**src/logic/ofc_defs.vh**
```
`ifndef OFC_DEFS_VH
`define OFC_DEFS_VH

// ****************************************************************
// Register offsets (8-bit address, 32-bit data)
// ****************************************************************
`define OFC_ADDR_THRESH 8'h00
`define OFC_ADDR_HOLD 8'h04
`define OFC_ADDR_CLKCTL 8'h08
`define OFC_ADDR_STATUS 8'h0C
`define OFC_ADDR_VARIANT 8'h10

// ****************************************************************
// Field positions of the clock control register
// ****************************************************************
`define OFC_CLKCTL_OVR_EN 0
`define OFC_CLKCTL_SEL_LO 1
`define OFC_CLKCTL_SEL_HI 2
`define OFC_CLKCTL_DIS 3
`define OFC_CLKCTL_DDIV_LO 4
`define OFC_CLKCTL_DDIV_HI 5

// ****************************************************************
// Reset values
// ****************************************************************
`define OFC_RST_THRESH 12'hFFF
`define OFC_RST_HOLD 8'h01
`define OFC_RST_CLKCTL 6'h00

// ****************************************************************
// Clock select encodings
// ****************************************************************
`define OFC_SEL_FLAG 2'h0
`define OFC_SEL_DIV1 2'h1
`define OFC_SEL_DIV2 2'h2
`define OFC_SEL_DIV4 2'h3

// ****************************************************************
// Channel count variants
// ****************************************************************
`define OFC_VAR_SINGLE 2'h0
`define OFC_VAR_DUAL 2'h1
`define OFC_VAR_QUAD 2'h2

`endif

```
**src/logic/ofc_top.v**
```verilog
// Summary of operation
// - Each over-range flag rises when its channel sample exceeds the threshold.
// - An asserted flag stays high at least the programmed hold count.
// - Channel B flag works only on quad and dual variants.
// - Channel C and D flags exist only on the quad variant.
// - Select both low (pins, or register bits2:1 under override) or clock disabled: pin C carries flag C.
// - Select 1 gives reference copy on C, 2 half rate, 3 quarter.
// - Clocks on C and D only with synth enable high and enabled.
// - Pin C clock runs from reset with strap selection alone.
// - Any select pin high without register override: pin D carries undivided reference copy.
// - Divided clock on pin D only through register override.
// - Pin D carries a clock only while pin C carries one.
// - Select both low (pins, or register bits2:1 under override) or clock disabled: pin D carries flag D.
// - Power-down high stops reference output and clocks on C and D.
`timescale 1ns/1ps
`include "ofc_defs.vh"

module ofc_top #(
    parameter SAMPLE_W = 12,
    parameter HOLD_W = 8,
    parameter [1:0] VARIANT = `OFC_VAR_QUAD
) (
    input wire CLK,
    input wire ARST_N,
    input wire [SAMPLE_W-1:0] SAMPLE_A,
    input wire [SAMPLE_W-1:0] SAMPLE_B,
    input wire [SAMPLE_W-1:0] SAMPLE_C,
    input wire [SAMPLE_W-1:0] SAMPLE_D,
    input wire SYNTH_REF_CLK,
    input wire [1:0] CLKOUT_SELECT_PINS,
    input wire SYNTH_ENABLE_PIN,
    input wire POWERDOWN_PIN,
    input wire [7:0] REG_ADDR,
    input wire [31:0] REG_WDATA,
    input wire REG_WR,
    input wire REG_RD,
    output reg [31:0] REG_RDATA,
    output reg OVR_FLAG_A,
    output reg OVR_FLAG_B,
    output reg OVR_FLAG_OR_CLK_C,
    output reg OVR_FLAG_OR_CLK_D,
    output reg SYNTH_REFERENCE_OUTPUT
);

    // ****************************************************************
    // Pin synchronisers
    // ****************************************************************
    reg [1:0] sel_m_q;
    reg [1:0] sel_s_q;
    reg en_m_q;
    reg en_s_q;
    reg pd_m_q;
    reg pd_s_q;
    reg ref_m_q;
    reg ref_s_q;

    // Two stages on every select, enable, power-down and reference pin; first stage feeds only the second
    always @(posedge CLK or negedge ARST_N) begin
        if (!ARST_N) begin
            sel_m_q <= 2'h0;
            sel_s_q <= 2'h0;
            en_m_q <= 1'b0;
            en_s_q <= 1'b0;
            pd_m_q <= 1'b1;
            pd_s_q <= 1'b1;
            ref_m_q <= 1'b0;
            ref_s_q <= 1'b0;
        end else begin
            sel_m_q <= CLKOUT_SELECT_PINS;
            sel_s_q <= sel_m_q;
            en_m_q <= SYNTH_ENABLE_PIN;
            en_s_q <= en_m_q;
            pd_m_q <= POWERDOWN_PIN;
            pd_s_q <= pd_m_q;
            ref_m_q <= SYNTH_REF_CLK;
            ref_s_q <= ref_m_q;
        end
    end

    // ****************************************************************
    // Registers
    // ****************************************************************
    reg [SAMPLE_W-1:0] thresh_q;
    reg [HOLD_W-1:0] hold_q;
    // Bit0 select override on, bits2:1 select, bit3 disable, bits5:4 D divider
    reg [5:0] clkctl_q;

    always @(posedge CLK or negedge ARST_N) begin
        if (!ARST_N) begin
            thresh_q <= `OFC_RST_THRESH;
            hold_q <= `OFC_RST_HOLD;
            clkctl_q <= `OFC_RST_CLKCTL;
        end else if (REG_WR) begin
            case (REG_ADDR)
                `OFC_ADDR_THRESH: begin
                    thresh_q <= REG_WDATA[SAMPLE_W-1:0];
                end
                `OFC_ADDR_HOLD: begin
                    hold_q <= REG_WDATA[HOLD_W-1:0];
                end
                `OFC_ADDR_CLKCTL: begin
                    clkctl_q <= REG_WDATA[5:0];
                end
                default: begin
                    clkctl_q <= clkctl_q;
                end
            endcase
        end
    end

    // ****************************************************************
    // Clock output selection
    // ****************************************************************
    wire [1:0] sel_c;
    wire [1:0] ddiv;
    wire clk_allowed;
    wire c_clk_mode;
    wire d_clk_mode;

    assign sel_c = clkctl_q[`OFC_CLKCTL_OVR_EN] ? clkctl_q[`OFC_CLKCTL_SEL_HI:`OFC_CLKCTL_SEL_LO] : sel_s_q;
    assign clk_allowed = en_s_q && !pd_s_q && !clkctl_q[`OFC_CLKCTL_DIS];
    assign c_clk_mode = clk_allowed && (sel_c != `OFC_SEL_FLAG);
    assign d_clk_mode = c_clk_mode;
    // divider on D only by register
    assign ddiv = clkctl_q[`OFC_CLKCTL_OVR_EN] ? clkctl_q[`OFC_CLKCTL_DDIV_HI:`OFC_CLKCTL_DDIV_LO] : `OFC_SEL_DIV1;

    wire div2;
    wire div4;

    ofc_clk_div u_div (
        .clk(CLK),
        .arst_n(ARST_N),
        .run(clk_allowed),
        .ref_clk(ref_s_q),
        .div2_q(div2),
        .div4_q(div4)
    );

    // Picks reference, half or quarter for a select code
    function pick_clk;
        input [1:0] sel;
        input r;
        input d2;
        input d4;
        begin
            case (sel)
                `OFC_SEL_DIV2: begin
                    pick_clk = d2;
                end
                `OFC_SEL_DIV4: begin
                    pick_clk = d4;
                end
                default: begin
                    pick_clk = r;
                end
            endcase
        end
    endfunction

    // ****************************************************************
    // Over-range detectors
    // ****************************************************************
    wire quad;
    wire multi;
    wire fa;
    wire fb;
    wire fc;
    wire fd;

    assign multi = (VARIANT == `OFC_VAR_DUAL) || (VARIANT == `OFC_VAR_QUAD);
    // C and D on quad only
    assign quad = (VARIANT == `OFC_VAR_QUAD);

    // Channel A exists on every variant
    ofc_ovr_det #(
        .SAMPLE_W(SAMPLE_W),
        .HOLD_W(HOLD_W)
    ) u_det_a (
        .clk(CLK),
        .arst_n(ARST_N),
        .enable(1'b1),
        .sample_mag(SAMPLE_A),
        .threshold(thresh_q),
        .hold_count(hold_q),
        .flag_q(fa)
    );

    // Channel B silent on the single variant
    ofc_ovr_det #(
        .SAMPLE_W(SAMPLE_W),
        .HOLD_W(HOLD_W)
    ) u_det_b (
        .clk(CLK),
        .arst_n(ARST_N),
        .enable(multi),
        .sample_mag(SAMPLE_B),
        .threshold(thresh_q),
        .hold_count(hold_q),
        .flag_q(fb)
    );

    // Channel C silent unless quad
    ofc_ovr_det #(
        .SAMPLE_W(SAMPLE_W),
        .HOLD_W(HOLD_W)
    ) u_det_c (
        .clk(CLK),
        .arst_n(ARST_N),
        .enable(quad),
        .sample_mag(SAMPLE_C),
        .threshold(thresh_q),
        .hold_count(hold_q),
        .flag_q(fc)
    );

    // Channel D silent unless quad
    ofc_ovr_det #(
        .SAMPLE_W(SAMPLE_W),
        .HOLD_W(HOLD_W)
    ) u_det_d (
        .clk(CLK),
        .arst_n(ARST_N),
        .enable(quad),
        .sample_mag(SAMPLE_D),
        .threshold(thresh_q),
        .hold_count(hold_q),
        .flag_q(fd)
    );

    // ****************************************************************
    // Output registers
    // ****************************************************************
    wire ref_pin_d;
    wire c_pin_d;
    wire d_pin_d;

    assign ref_pin_d = en_s_q && !pd_s_q && ref_s_q;
    assign c_pin_d = c_clk_mode ? pick_clk(sel_c, ref_s_q, div2, div4) : fc;
    assign d_pin_d = d_clk_mode ? pick_clk(ddiv, ref_s_q, div2, div4) : fd;

    // Every pin leaves from a flop; reference copies lag SYNTH_REF_CLK by 3 cycles, divided clocks by 4
    always @(posedge CLK or negedge ARST_N) begin
        if (!ARST_N) begin
            OVR_FLAG_A <= 1'b0;
            OVR_FLAG_B <= 1'b0;
            OVR_FLAG_OR_CLK_C <= 1'b0;
            OVR_FLAG_OR_CLK_D <= 1'b0;
            SYNTH_REFERENCE_OUTPUT <= 1'b0;
        end else begin
            OVR_FLAG_A <= fa;
            OVR_FLAG_B <= fb;
            SYNTH_REFERENCE_OUTPUT <= ref_pin_d;
            OVR_FLAG_OR_CLK_C <= c_pin_d;
            OVR_FLAG_OR_CLK_D <= d_pin_d;
        end
    end

    // ****************************************************************
    // Read port
    // ****************************************************************
    wire [7:0] status;

    // Status bits; flags are internal, ahead of the pins by one cycle
    assign status[0] = fa;
    assign status[1] = fb;
    assign status[2] = fc;
    assign status[3] = fd;
    assign status[4] = en_s_q;
    assign status[5] = pd_s_q;
    assign status[6] = d_clk_mode;
    assign status[7] = c_clk_mode;

    // Unmapped addresses read zero
    always @(posedge CLK or negedge ARST_N) begin
        if (!ARST_N) begin
            REG_RDATA <= 32'h00000000;
        end else if (REG_RD) begin
            case (REG_ADDR)
                `OFC_ADDR_THRESH: begin
                    REG_RDATA <= {{(32-SAMPLE_W){1'b0}}, thresh_q};
                end
                `OFC_ADDR_HOLD: begin
                    REG_RDATA <= {{(32-HOLD_W){1'b0}}, hold_q};
                end
                `OFC_ADDR_CLKCTL: begin
                    REG_RDATA <= {26'h0000000, clkctl_q};
                end
                `OFC_ADDR_STATUS: begin
                    REG_RDATA <= {24'h000000, status};
                end
                `OFC_ADDR_VARIANT: begin
                    REG_RDATA <= {30'h00000000, VARIANT};
                end
                default: begin
                    REG_RDATA <= 32'h00000000;
                end
            endcase
        end else begin
            REG_RDATA <= 32'h00000000;
        end
    end

endmodule // ofc_top

```
**src/logic/ofc_ovr_det.v**
```verilog
`timescale 1ns/1ps
`include "ofc_defs.vh"

module ofc_ovr_det #(
    parameter SAMPLE_W = 12,
    parameter HOLD_W = 8
) (
    input wire clk,
    input wire arst_n,
    input wire enable,
    input wire [SAMPLE_W-1:0] sample_mag,
    input wire [SAMPLE_W-1:0] threshold,
    input wire [HOLD_W-1:0] hold_count,
    output reg flag_q
);

    reg [HOLD_W-1:0] cnt_q;
    reg [HOLD_W-1:0] cnt_d;
    reg flag_d;
    wire over;

    assign over = enable && (sample_mag > threshold);

    // Flag set on exceed, high for hold_count+1 cycles after last exceed
    always @* begin
        flag_d = flag_q;
        cnt_d = cnt_q;
        if (over) begin
            flag_d = 1'b1;
            cnt_d = hold_count;
        end else if (cnt_q != {HOLD_W{1'b0}}) begin
            cnt_d = cnt_q - {{(HOLD_W-1){1'b0}}, 1'b1};
        end else begin
            flag_d = 1'b0;
        end
    end

    always @(posedge clk or negedge arst_n) begin
        if (!arst_n) begin
            flag_q <= 1'b0;
            cnt_q <= {HOLD_W{1'b0}};
        end else begin
            flag_q <= flag_d;
            cnt_q <= cnt_d;
        end
    end

endmodule // ofc_ovr_det

```
**src/logic/ofc_clk_div.v**
```verilog
`timescale 1ns/1ps
`include "ofc_defs.vh"

module ofc_clk_div (
    input wire clk,
    input wire arst_n,
    input wire run,
    input wire ref_clk,
    output reg div2_q,
    output reg div4_q
);

    reg ref_q;

    // Divider counts rising edges of the sampled reference clock;
    // a stop clears both outputs so they restart low
    always @(posedge clk or negedge arst_n) begin
        if (!arst_n) begin
            ref_q <= 1'b0;
            div2_q <= 1'b0;
            div4_q <= 1'b0;
        end else begin
            ref_q <= ref_clk;
            if (!run) begin
                div2_q <= 1'b0;
                div4_q <= 1'b0;
            end else if (ref_clk && !ref_q) begin
                div2_q <= ~div2_q;
                if (div2_q) begin
                    div4_q <= ~div4_q;
                end
            end
        end
    end

endmodule // ofc_clk_div

```
**config.mk**
```make
export PLATFORM = sky130hd
export DESIGN_NAME = ofc_top
export DESIGN_NICKNAME = d
export VERILOG_FILES = /design/src/logic/ofc_top.v /design/src/logic/ofc_ovr_det.v /design/src/logic/ofc_clk_div.v
export VERILOG_INCLUDE_DIRS = /design/src /design/src/logic
export SDC_FILE = /design/constraint.sdc
export NUM_CORES = 1
export LEC_CHECK = 0
export ABC_CLOCK_PERIOD_IN_PS = 7050
export BUFFER_PORTS_ARGS = -buffer_cell sky130_fd_sc_hd__buf_2
export CORE_MARGIN = 1
export CORE_UTILIZATION = 41
export CTS_CLUSTER_DIAMETER = 80
export CTS_CLUSTER_SIZE = 28
export DETAILED_ROUTE_END_ITERATION = 7
export PLACE_DENSITY = 0.71
export REMOVE_ABC_BUFFERS = 1
export SLEW_MARGIN = 10
export SYNTH_ARGS = -nofsm -noshare
export SYNTH_HDL_FRONTEND = slang
export SYNTH_SLANG_ARGS = --single-unit
```
**constraint.sdc**
```tcl
create_clock -name CLK -period 7.05 [get_ports CLK]
set_input_delay 0.3525 -clock CLK [delete_from_list [all_inputs] [get_ports CLK]]
set_output_delay 0.3525 -clock CLK [all_outputs]
set_load 0.01 [all_outputs]
```
Word level (Yosys, flattened, before mapping)
Index checks and enable logic that the tools add are counted.
Widths: inputs -> output; s select.
{"block": "word_totals", "ff_bits": 112, "latch_bits": 0, "ramBits": 0, "mem_bits_ro": 0, "input_bits": 97, "out_inout_bits": 37, "word_cells": 103, "memories": 0}
{"block": "classes", "add_sub_neg": 4, "mul": 0, "n_div": 0, "order_cmp": 4, "n_eq_ne": 14, "shift": 0, "n_mux": 29, "bitwise_logic": 2, "n_reduce_logical": 22}
{"cell": "$mux 8", "n": 8}
{"cell": "$pmux 12 s5", "n": 1}
{"cell": "$gt 12x12->1", "n": 4}
{"cell": "$mux 32", "n": 1}
{"cell": "$reduce_bool 8->1", "n": 4}
{"cell": "$sub 8x1->8 const B", "n": 4}
{"cell": "$eq 8x4->1 const B", "n": 2}
{"cell": "$mux 1", "n": 15}
{"cell": "$ne 2x1->1 const B", "n": 6}
{"cell": "$reduce_bool 2->1", "n": 5}
{"cell": "$eq 2x2->1 const B", "n": 4}
{"cell": "$eq 8x3->1 const B", "n": 1}
{"cell": "$eq 8x5->1 const B", "n": 1}
{"cell": "$logic_not 8->1", "n": 1}
{"cell": "$reduce_and 2->1", "n": 4}
{"cell": "$logic_and 1x1->1", "n": 5}
{"cell": "$mux 2", "n": 2}
{"cell": "$pmux 1 s2", "n": 2}
{"cell": "$logic_not 1->1", "n": 3}
{"cell": "$not 1->1", "n": 2}

Longest topological paths before layout
Gate-level depths: netlist of the first run.
{"block": "logic_depth", "depth_word": 6, "mapped_depth": 8, "mapped_depth_nobuf": 7}

Hierarchy
A second synthesis of the first run with hierarchy kept.
{"block": "unflattened", "cells_unflattened": 538, "hier_area_um2": 5784.3}
{"mod": "ofc_ovr_det", "instances": 4, "cells_per_inst": 92, "area_each_um2": 839.6, "seq_area_each_um2": 225.2}
{"mod": "ofc_top", "instances": 1, "cells_per_inst": 161, "area_each_um2": 2307.2, "seq_area_each_um2": 1345.0}
{"mod": "ofc_clk_div", "instances": 1, "cells_per_inst": 9, "area_each_um2": 118.9, "seq_area_each_um2": 75.1}

Worst setup path after synthesis of the first run
Ideal clock, no wire load.
{"block": "synth_path", "kind": "register to register", "from": "register thresh_q[1]", "to": "register u_det_a.cnt_q[0]", "setup_ps": 125, "arrival_ps": 2097, "required_ps": 6925, "path_slack_ps": 4828, "stages_incl_launch_ff": 8, "n_path_buf": 0, "period_less_slack_ps": 2222, "path_cell_list": "dfstp_2 -> inv_1 -> ha_1 -> nor2b_1 -> o211ai_1 -> a211o_1 -> a31oi_2 -> mux2_2"}
{"block": "synth_via", "elab_chain_len": 2, "elab_cells_between_ends": 3, "classes_between": "order compare (1); mux (1); reduce/logical (1)"}
{"item": "start: declaration", "line": "ofc_top.v:83", "rtl": "reg [SAMPLE_W-1:0] thresh_q;"}
{"item": "start signal: assignment", "line": "ofc_top.v:90", "rtl": "thresh_q <= `OFC_RST_THRESH;"}
{"item": "start signal: assignment", "line": "ofc_top.v:96", "rtl": "thresh_q <= REG_WDATA[SAMPLE_W-1:0];"}
{"item": "$gt 12x12->1 (*)", "line": "ofc_ovr_det.v:22", "rtl": "assign over = enable && (sample_mag > threshold);"}
{"item": "$mux 8 / $reduce_bool 2->1 (equally long branches)"}
{"item": "end signal: assignment", "line": "ofc_ovr_det.v:41", "rtl": "cnt_q <= {HOLD_W{1'b0}};"}
{"item": "end signal: assignment", "line": "ofc_ovr_det.v:44", "rtl": "cnt_q <= cnt_d;"}
{"item": "end: declaration", "line": "ofc_ovr_det.v:17", "rtl": "reg [HOLD_W-1:0] cnt_q;"}
Every way passes the cells marked *; elsewhere a longest branch is shown, timed or not.
A chain may end at the register's enable or synchronous reset.

Worst setup path after layout of the first run
{"block": "layout_path", "from": "register thresh_q[1]", "to": "register u_det_b.cnt_q[4]"}
{"block": "layout_via", "elab_chain_len": 2, "elab_cells_between_ends": 3, "classes_between": "order compare (1); mux (1); reduce/logical (1)"}
{"item": "$gt 12x12->1 (*)", "line": "ofc_ovr_det.v:22"}
{"item": "$mux 8 / $reduce_bool 2->1 (equally long branches)"}
{"item": "end signal: assignment", "line": "ofc_ovr_det.v:41"}
{"item": "end signal: assignment", "line": "ofc_ovr_det.v:44"}
{"item": "end: declaration", "line": "ofc_ovr_det.v:17"}
Marks and branches as above.

==> flow_summary.ini, run 1 <==
[timing]
clock.fmax_ghz = 0.381
relSlewSlack_pct = 34.4
timing.final.max_slew_violations = 0
worst_pin_slew_ns = 0.979
setup-tns-final_ns = 0
timing.final.hold_violations = 9
final.min_clock_period_ns = 2.63
fin_hold_ws_ns = -0.00791
setup_viol = 0
min_period_over_period_pct = 37.3
worst_clock_skew_ns = 0.00654
rsz0062_at_grt = false

[setup_path]
crit_required_ns = 7.27
worst_r2r_startpoint = thresh_q[1]$_DFFE_PN1P_
critPathLaunch = thresh_q[1]$_DFFE_PN1P_
max_stage_delay_ns = 0.60
worst_path_max_delay_cell = a31oi_2
critical_path.n_buffers_inverters = 1
setup.reg_to_reg.worst_slack_ns = 4.42
worst_setup_path_end = u_det_b.cnt_q[4]$_DFFE_PN0P_
path_depth = 7
endpoint_kind = flip-flop
cp_data_arrival_time_ns = 2.85
worstReg2RegEnd = u_det_b.cnt_q[4]$_DFFE_PN0P_
timing.critical_path.fanout_max = 9
timing.critical_path.from_type = flip-flop
worstRegToRegCells = 7
crit_type = reg2reg
cp_cell_sequence = inv_1 > ha_1 > nor2b_1 > o211ai_1 > a211o_1 > a31oi_2 > mux2_2
timing.critical_path.max_delay_family = compound AO/OA/AOI/OAI gates

[grt]
global_route_wire_length_before_repair_um = 20400
number_of_antenna_violations_at_the_first_check_in_global_routing = 0
grt_start_max_net_pins = 51
gr-total-overflow = 0
gr-usage-all-layers_pct = 18.8
first_global_vias = 4040

[final_layout]
fillCellCount = 1161
antennaDiodeCount = 0
area_of_combinational_cells_with_multiple_inputs_um2 = 2990
stdcell_area_um2 = 6470
regArea_um2 = 2320
layout-drive-gt1-share_pct = 33.8
syn2layout_area_growth_pct = 17.1
design.final.nets = 749

[cts]
clockRootBuffer = clkbuf_16
htree_num_levels = 3
numClockSinks = 92
cts-hold-fix-buffers = 0
clk_pin_slew_worst_setup_hold_paths_ns = 0.06
cts_tree = done
cts-root-to-sink-buffers = 2
clock_latency_of_the_later_clocked_register_in_the_worst_skew_pair_ns = 0.34
cts_inserted_buffers = 9
cts_repair_resize_count = 0
cts_setup_buffers = 0

[min_path]
holdCritPathClass = in2async

[synth]
simple_logic_cell_fraction_of_the_synthesized_area_pct = 12.8
synth_largest_type_area_fraction_pct = 34.9
post_synth_fa_ha_maj_area_fraction_pct = 12.7
ys_async_sr_fraction_pct = 100
syn-mean-instance-area_um2 = 11.0
netlist_area_um2 = 5530
synth_top_family_by_area = multiplexers
yosys_most_used_dff = dfrtp_1
synthesis.yosys.warnings = 0
synth_seq_area_share_pct = 42.0
synth.lib_cells_used.distinct = 47
number_of_instances_in_the_synthesized_netlist = 501
synth_largest_area_cell = dfrtp_1
synth_top_cells_by_area = dfrtp_1 (35%), mux2_2 (13%), ha_1 (13%)
yosys.area_share.xor_xnor_pct = 1.90
synthesized_flop_and_latch_total = 92
synth-compound-area-share_pct = 8.06
muxShareOfSynthArea_pct = 17.3
synth_enable_flop_cells = 0

[floorplanning]
floorplan.initialDensity_pct = 41.9
die_area_um2 = 13900
ios = 134
dieHeight_um = 118
die_w_um = 118
placement_rows = 42
core-area_um2 = 13200

[routing]
drt-pass1-iter-count = 4
drt.antenna.violating_nets = 0
vias_per_cell = 5.35
routed_wl_um = 12600
wire_per_inst_um = 16.2
drt_drc_violations_left = 0
vias = 4160
initialDrtViolationCount = 222

[power_and_ir_drop]
internal-power_mw = 1.39
power_frac_seq_pct = 35.4
power_switching_share_pct = 32.7
pwr_density_cell_nw_per_um2 = 320
power.switching_uw = 677
clock_power_share_pct = 28.3
worst_ir_drop_vdd_mv = 0.159
power_frac_comb_pct = 36.4
leakagePower_nw = 3.07

[run_status]
failed_checks = hold timing
status = complete, but fails checks

[job]
cap_viol_max_count = 0

[placement]
portBuffers = 93
detailedPlacementHpwl_um = 9500
globalplace.congestion = 0.889
post_dp_cell_area_um2 = 6110
## stage by stage
step                hold slack, ns  power [mW]  worst slack [ns]  cells  utilization (%)
finish                    -0.00791        2.07              4.42    777             49.1
global route                0.0363        2.22              4.31    777             49.1
CTS                         0.0125        2.08              4.44    777             49.1
detailed placement           0.337        1.48              4.46    761             46.3
global placement             0.333        1.44              4.48    761             46.3
floorplan                   0.0569        1.30              4.83    491                -
## layer usage
layer | track usage (%) | routed length [um] | share of wire, % | up-vias
met2 | 31.0 | 6130 | 49 | 149
met3 | 3.88 | 634 | 5.0 | 22
met1 | 24.3 | 5530 | 44 | 2033
met4 | 7.13 | 271 | 2.2 | 0
li1 | - | - | - | 1956
met5 | 0 | 0 | 0 | -
## sequential cells by signal (all words and copies together) (netlist names), 2 cells and up
signal / count
clkctl_q: 6
thresh_q: 12
hold_q: 8
sel_m_q: 2
u_det_d.cnt_q: 8
sel_s_q: 2
REG_RDATA: 12
u_det_a.cnt_q: 8
u_det_c.cnt_q: 8
u_det_b.cnt_q: 8
## kinds of logic (layout without fill, tap and decap cells)
logic type,after synthesis,count (layout)
compound gates,71,71
xor+xnor,12,12
fa+ha+maj,56,56
buf+inv,56,137
flops,92,92
mux,81,81
other cells,1,20
simple gates,132,132
## power groups by stage
stage          Combinational (mW)  Sequential, mW  Clock, mW
2_1_floorplan               0.584           0.713          0
3_3_place_gp                0.711           0.731          0
3_5_place_dp                0.741           0.736          0
4_1_cts                     0.752           0.730      0.597
5_1_grt                     0.852           0.747      0.623
6_report                    0.753           0.732      0.585
## layout by cell type, fill, tap and decap left out, drive strengths merged, types with 2 or more instances in the layout
cell type  instances
nor3              15
or3                3
nand3              6
dfstp             15
nor2              27
nand3b             3
o21ai             16
ha                56
a31oi              5
a21oi             30
nor4b              3
nand4             12
nor3b              3
conb              20
xor2               6
nor2b             11
mux2              64
dfrtp             77
nand2b             8
bufinv             4
buf               94
nor4               5
xnor2              6
o31ai              2
inv               27
a21o               4
nand2             30
or4                3
o211ai             4
clkbuf            12
mux4               5
mux2i             12
a211o              4
## worst register-to-register path, cell delays in order (launching register included)
cell      delay (ns)
dfstp_2         0.54
inv_1           0.12
ha_1            0.32
nor2b_1         0.14
o211ai_1        0.10
a211o_1         0.28
a31oi_2         0.60
mux2_2          0.42
## cell usage after synthesis, types with 2 or more instances
master	instances
a211o_1	4
a21o_1	4
a21oi_1	30
a31oi_2	4
buf_4	21
clkbuf_1	8
dfrtp_1	77
dfstp_2	15
ha_1	56
inv_1	27
mux2_2	64
mux2i_1	12
mux4_2	5
nand2_1	30
nand2b_1	8
nand3_1	6
nand3b_1	2
nand4_1	12
nor2_1	26
nor2b_1	11
nor3_1	14
nor4_1	5
nor4b_1	3
o211ai_1	4
o21ai_0	16
o31ai_1	2
or3_1	3
or4_1	3
xnor2_1	6
xor2_1	6
## area by class of cell
cell class              count  area share, %
inverters                  27           1.57
flip-flops and latches     92           35.9
well taps                 176           3.40
repair buffers             94           7.35
clock buffers              12           3.81
clock inverters             4           1.86
multi-input cells         372           46.2
## how the worst min path moves through the flow
stage / cells past startpoint / slack (ns) / end / startpoint
global route: 1 / 0.04 / en_m_q$_DFF_PN0_ / ARST_N
detailed placement: 0 / 0.34 / ref_s_q$_DFF_PN0_ / ref_m_q$_DFF_PN0_
finish: 1 / -0.008 / en_m_q$_DFF_PN0_ / ARST_N
global placement: 0 / 0.33 / ref_s_q$_DFF_PN0_ / ref_m_q$_DFF_PN0_
floorplan: 0 / 0.06 / OVR_FLAG_A$_DFF_PN0_ / ARST_N
CTS: 1 / 0.01 / en_m_q$_DFF_PN0_ / ARST_N
Power figures use the tool's default switching activity.
==> run 2, diff against run 1 <==
ABC_CLOCK_PERIOD_IN_PS = 2300   (was 7050)
PLACE_DENSITY = 0.73   (was 0.71)
clock period = 2.3 ns   (was 7.05 ns; I/O delays follow)
==> flow_summary.ini, run 2 (synthesized netlist as in run 1, its figures left out) <==
[run_status]
status = complete, no violations

[floorplanning]
placement_rows = 42
die_w_um = 118
die_area_um2 = 13900
ios = 134
floorplan.initialDensity_pct = 41.9
dieHeight_um = 118
core-area_um2 = 13200

[grt]
global_route.usage.met2_pct = 35.8
first_global_vias = 4471
grt_most_used_layer = met2
number_of_antenna_violations_at_the_first_check_in_global_routing = 0
gr-total-overflow = 0
grt_util_met3_pct = 3.73
global_route_wire_length_before_repair_um = 21600
global_route.usage.met1_pct = 23.6
grt_start_max_net_pins = 40
gr-usage-all-layers_pct = 19.8

[min_path]
holdCritPathClass = in2reg

[setup_path]
timing.critical_path.max_delay_family = flip-flops
timing.critical_path.fanout_max = 9
max_stage_delay_ns = 0.54
endpoint_kind = flip-flop
worst_path_max_delay_cell = dfstp_2
crit_type = reg2reg
timing.critical_path.from_type = flip-flop
cp_cell_sequence = inv_1 > ha_1 > nand4_1 > a211o_1 > a31oi_4 > buf_12 > mux2_2
crit_required_ns = 2.53
cp_data_arrival_time_ns = 2.51
critical_path.n_buffers_inverters = 2

[timing]
worst_clock_skew_ns = 0.00492
timing.final.max_slew_violations = 0
relSlewSlack_pct = 56.9
worst_pin_slew_ns = 0.640
setup-tns-final_ns = 0
clock.fmax_ghz = 0.438
setup_viol = 0
min_period_over_period_pct = 99.3
timing.final.hold_violations = 0
rsz0062_at_grt = true
final.min_clock_period_ns = 2.28

[power_and_ir_drop]
power.switching_mw = 2.14
leakagePower_nw = 3.19
pwr_density_cell_nw_per_um2 = 935
internal-power_mw = 4.20
clock_power_share_pct = 26.3
worst_ir_drop_vdd_mv = 0.550
power_frac_seq_pct = 35.4
power_frac_comb_pct = 38.2
power_switching_share_pct = 33.7
design_power_total_mw = 6.34

[final_layout]
antennaDiodeCount = 0
reg.largest.list = REG_RDATA (12), thresh_q (12)
layout-drive-gt1-share_pct = 37.3
most_used_cells_in_the_layout_excluding_fill_and_tap_cells = buf_2 (92), dfrtp_1 (77), mux2_2 (64)
stdcell_area_um2 = 6780
mostFrequentLayoutCell = buf_2
fin_cells = 796
design.final.nets = 768
syn2layout_area_growth_pct = 22.6

[routing]
vias_per_cell = 5.24
wire_per_inst_um = 16.4
drt-pass1-iter-count = 5
drt.antenna.violating_nets = 0
vias = 4168
routed_wl_um = 13100
drt_drc_violations_left = 0
initialDrtViolationCount = 178

[cts]
clock_latency_of_the_later_clocked_register_in_the_worst_skew_pair_ns = 0.34
cts_inserted_buffers = 9
cts_tree = done
clk_pin_slew_worst_setup_hold_paths_ns = 0.07
htree_num_levels = 3
clockRootBuffer = clkbuf_16
numClockSinks = 92
cts-root-to-sink-buffers = 2

[placement]
portBuffers = 93
globalplace.congestion = 0.864
detailedPlacementHpwl_um = 9980
post-place-cells = 772
post_dp_cell_area_um2 = 6250

[job]
cap_viol_max_count = 0
run 2: cell count changes in the layout (fill, tap and decap cells not counted), sizes merged:
cell,change
buf,+12
dlygate4sd3,+7
clkbuf,-3
clkinv,+3
bufinv,-1
inv,+1
run 2: power by group through the flow:
stage                     Combinational, mW  Clock (mW)  Sequential, mW
after floorplan                        1.79           0            2.19
after global placement                 2.24           0            2.24
after detailed placement               2.38           0            2.26
after CTS                              2.43        1.70            2.24
after global routing                   2.75        1.77            2.29
final                                  2.42        1.67            2.24
run 2: final timing paths:
check	startpoint	end	slack, ns	cells after the start
worst max register to register	thresh_q[7]$_DFFE_PN1P_	u_det_d.cnt_q[0]$_DFFE_PN0P_	0.02	7
max in group asynchronous	ARST_N	thresh_q[8]$_DFFE_PN1P_	1.37	3
worst min-delay path	REG_WDATA[8]	thresh_q[8]$_DFFE_PN1P_	0.02	2
min in group asynchronous	ARST_N	en_s_q$_DFF_PN0_	0.24	2
worst max-delay path	thresh_q[7]$_DFFE_PN1P_	u_det_d.cnt_q[0]$_DFFE_PN0P_	0.02	7
worst min register to register	sel_m_q[0]$_DFF_PN0_	sel_s_q[0]$_DFF_PN0_	0.35	0
run 2: what timing repair did:
| item | in CTS | in global routing |
|---|---|---|
| gates cloned | 0 | 0 |
| buffers inserted | 1 | 0 |
| hold buffers | 7 | 0 |
| setup endpoints to repair | 30 | 31 |
| resized for setup | 7 | 14 |
| endpoints found under the hold margin | 33 | 0 |
| pin swaps | 3 | 4 |
run 2: area by class of cell:
class | instances | area [um^2]
clock buffer | 9 | 225
clock inverter | 7 | 114
fill | 1160 | 6410
inverter | 27 | 101
multi-input combinational | 372 | 3100
sequential | 92 | 2320
tap | 176 | 220
timing repair buffer | 113 | 698
run 2: through the flow:
stage | hold WS, ns | worst slack (ns) | utilization, %
6_report | 0.0154 | 0.0164 | 51.4
5_1_grt | 0.0104 | -0.0532 | 51.4
4_1_cts | 0.00218 | 0.00898 | 50.9
3_5_place_dp | 0.0689 | -0.101 | 47.4
3_3_place_gp | 0.0667 | -0.0203 | 47.4
2_1_floorplan | -0.181 | 0.0782 | -
run 2: routing by layer:
layer	wire length (um)	vias to the layer above	part of all wire, %
li1	-	1990	-
met1	5470	2038	42
met2	6810	121	52
met3	615	19	4.7
met4	195	0	1.5
met5	0	-	0
run 2: worst reg2reg max path: stages (launching register included):
cell,delay (ns)
dfstp_2,0.54
inv_1,0.12
ha_1,0.35
nand4_1,0.16
a211o_1,0.31
a31oi_4,0.20
buf_12,0.15
mux2_2,0.34
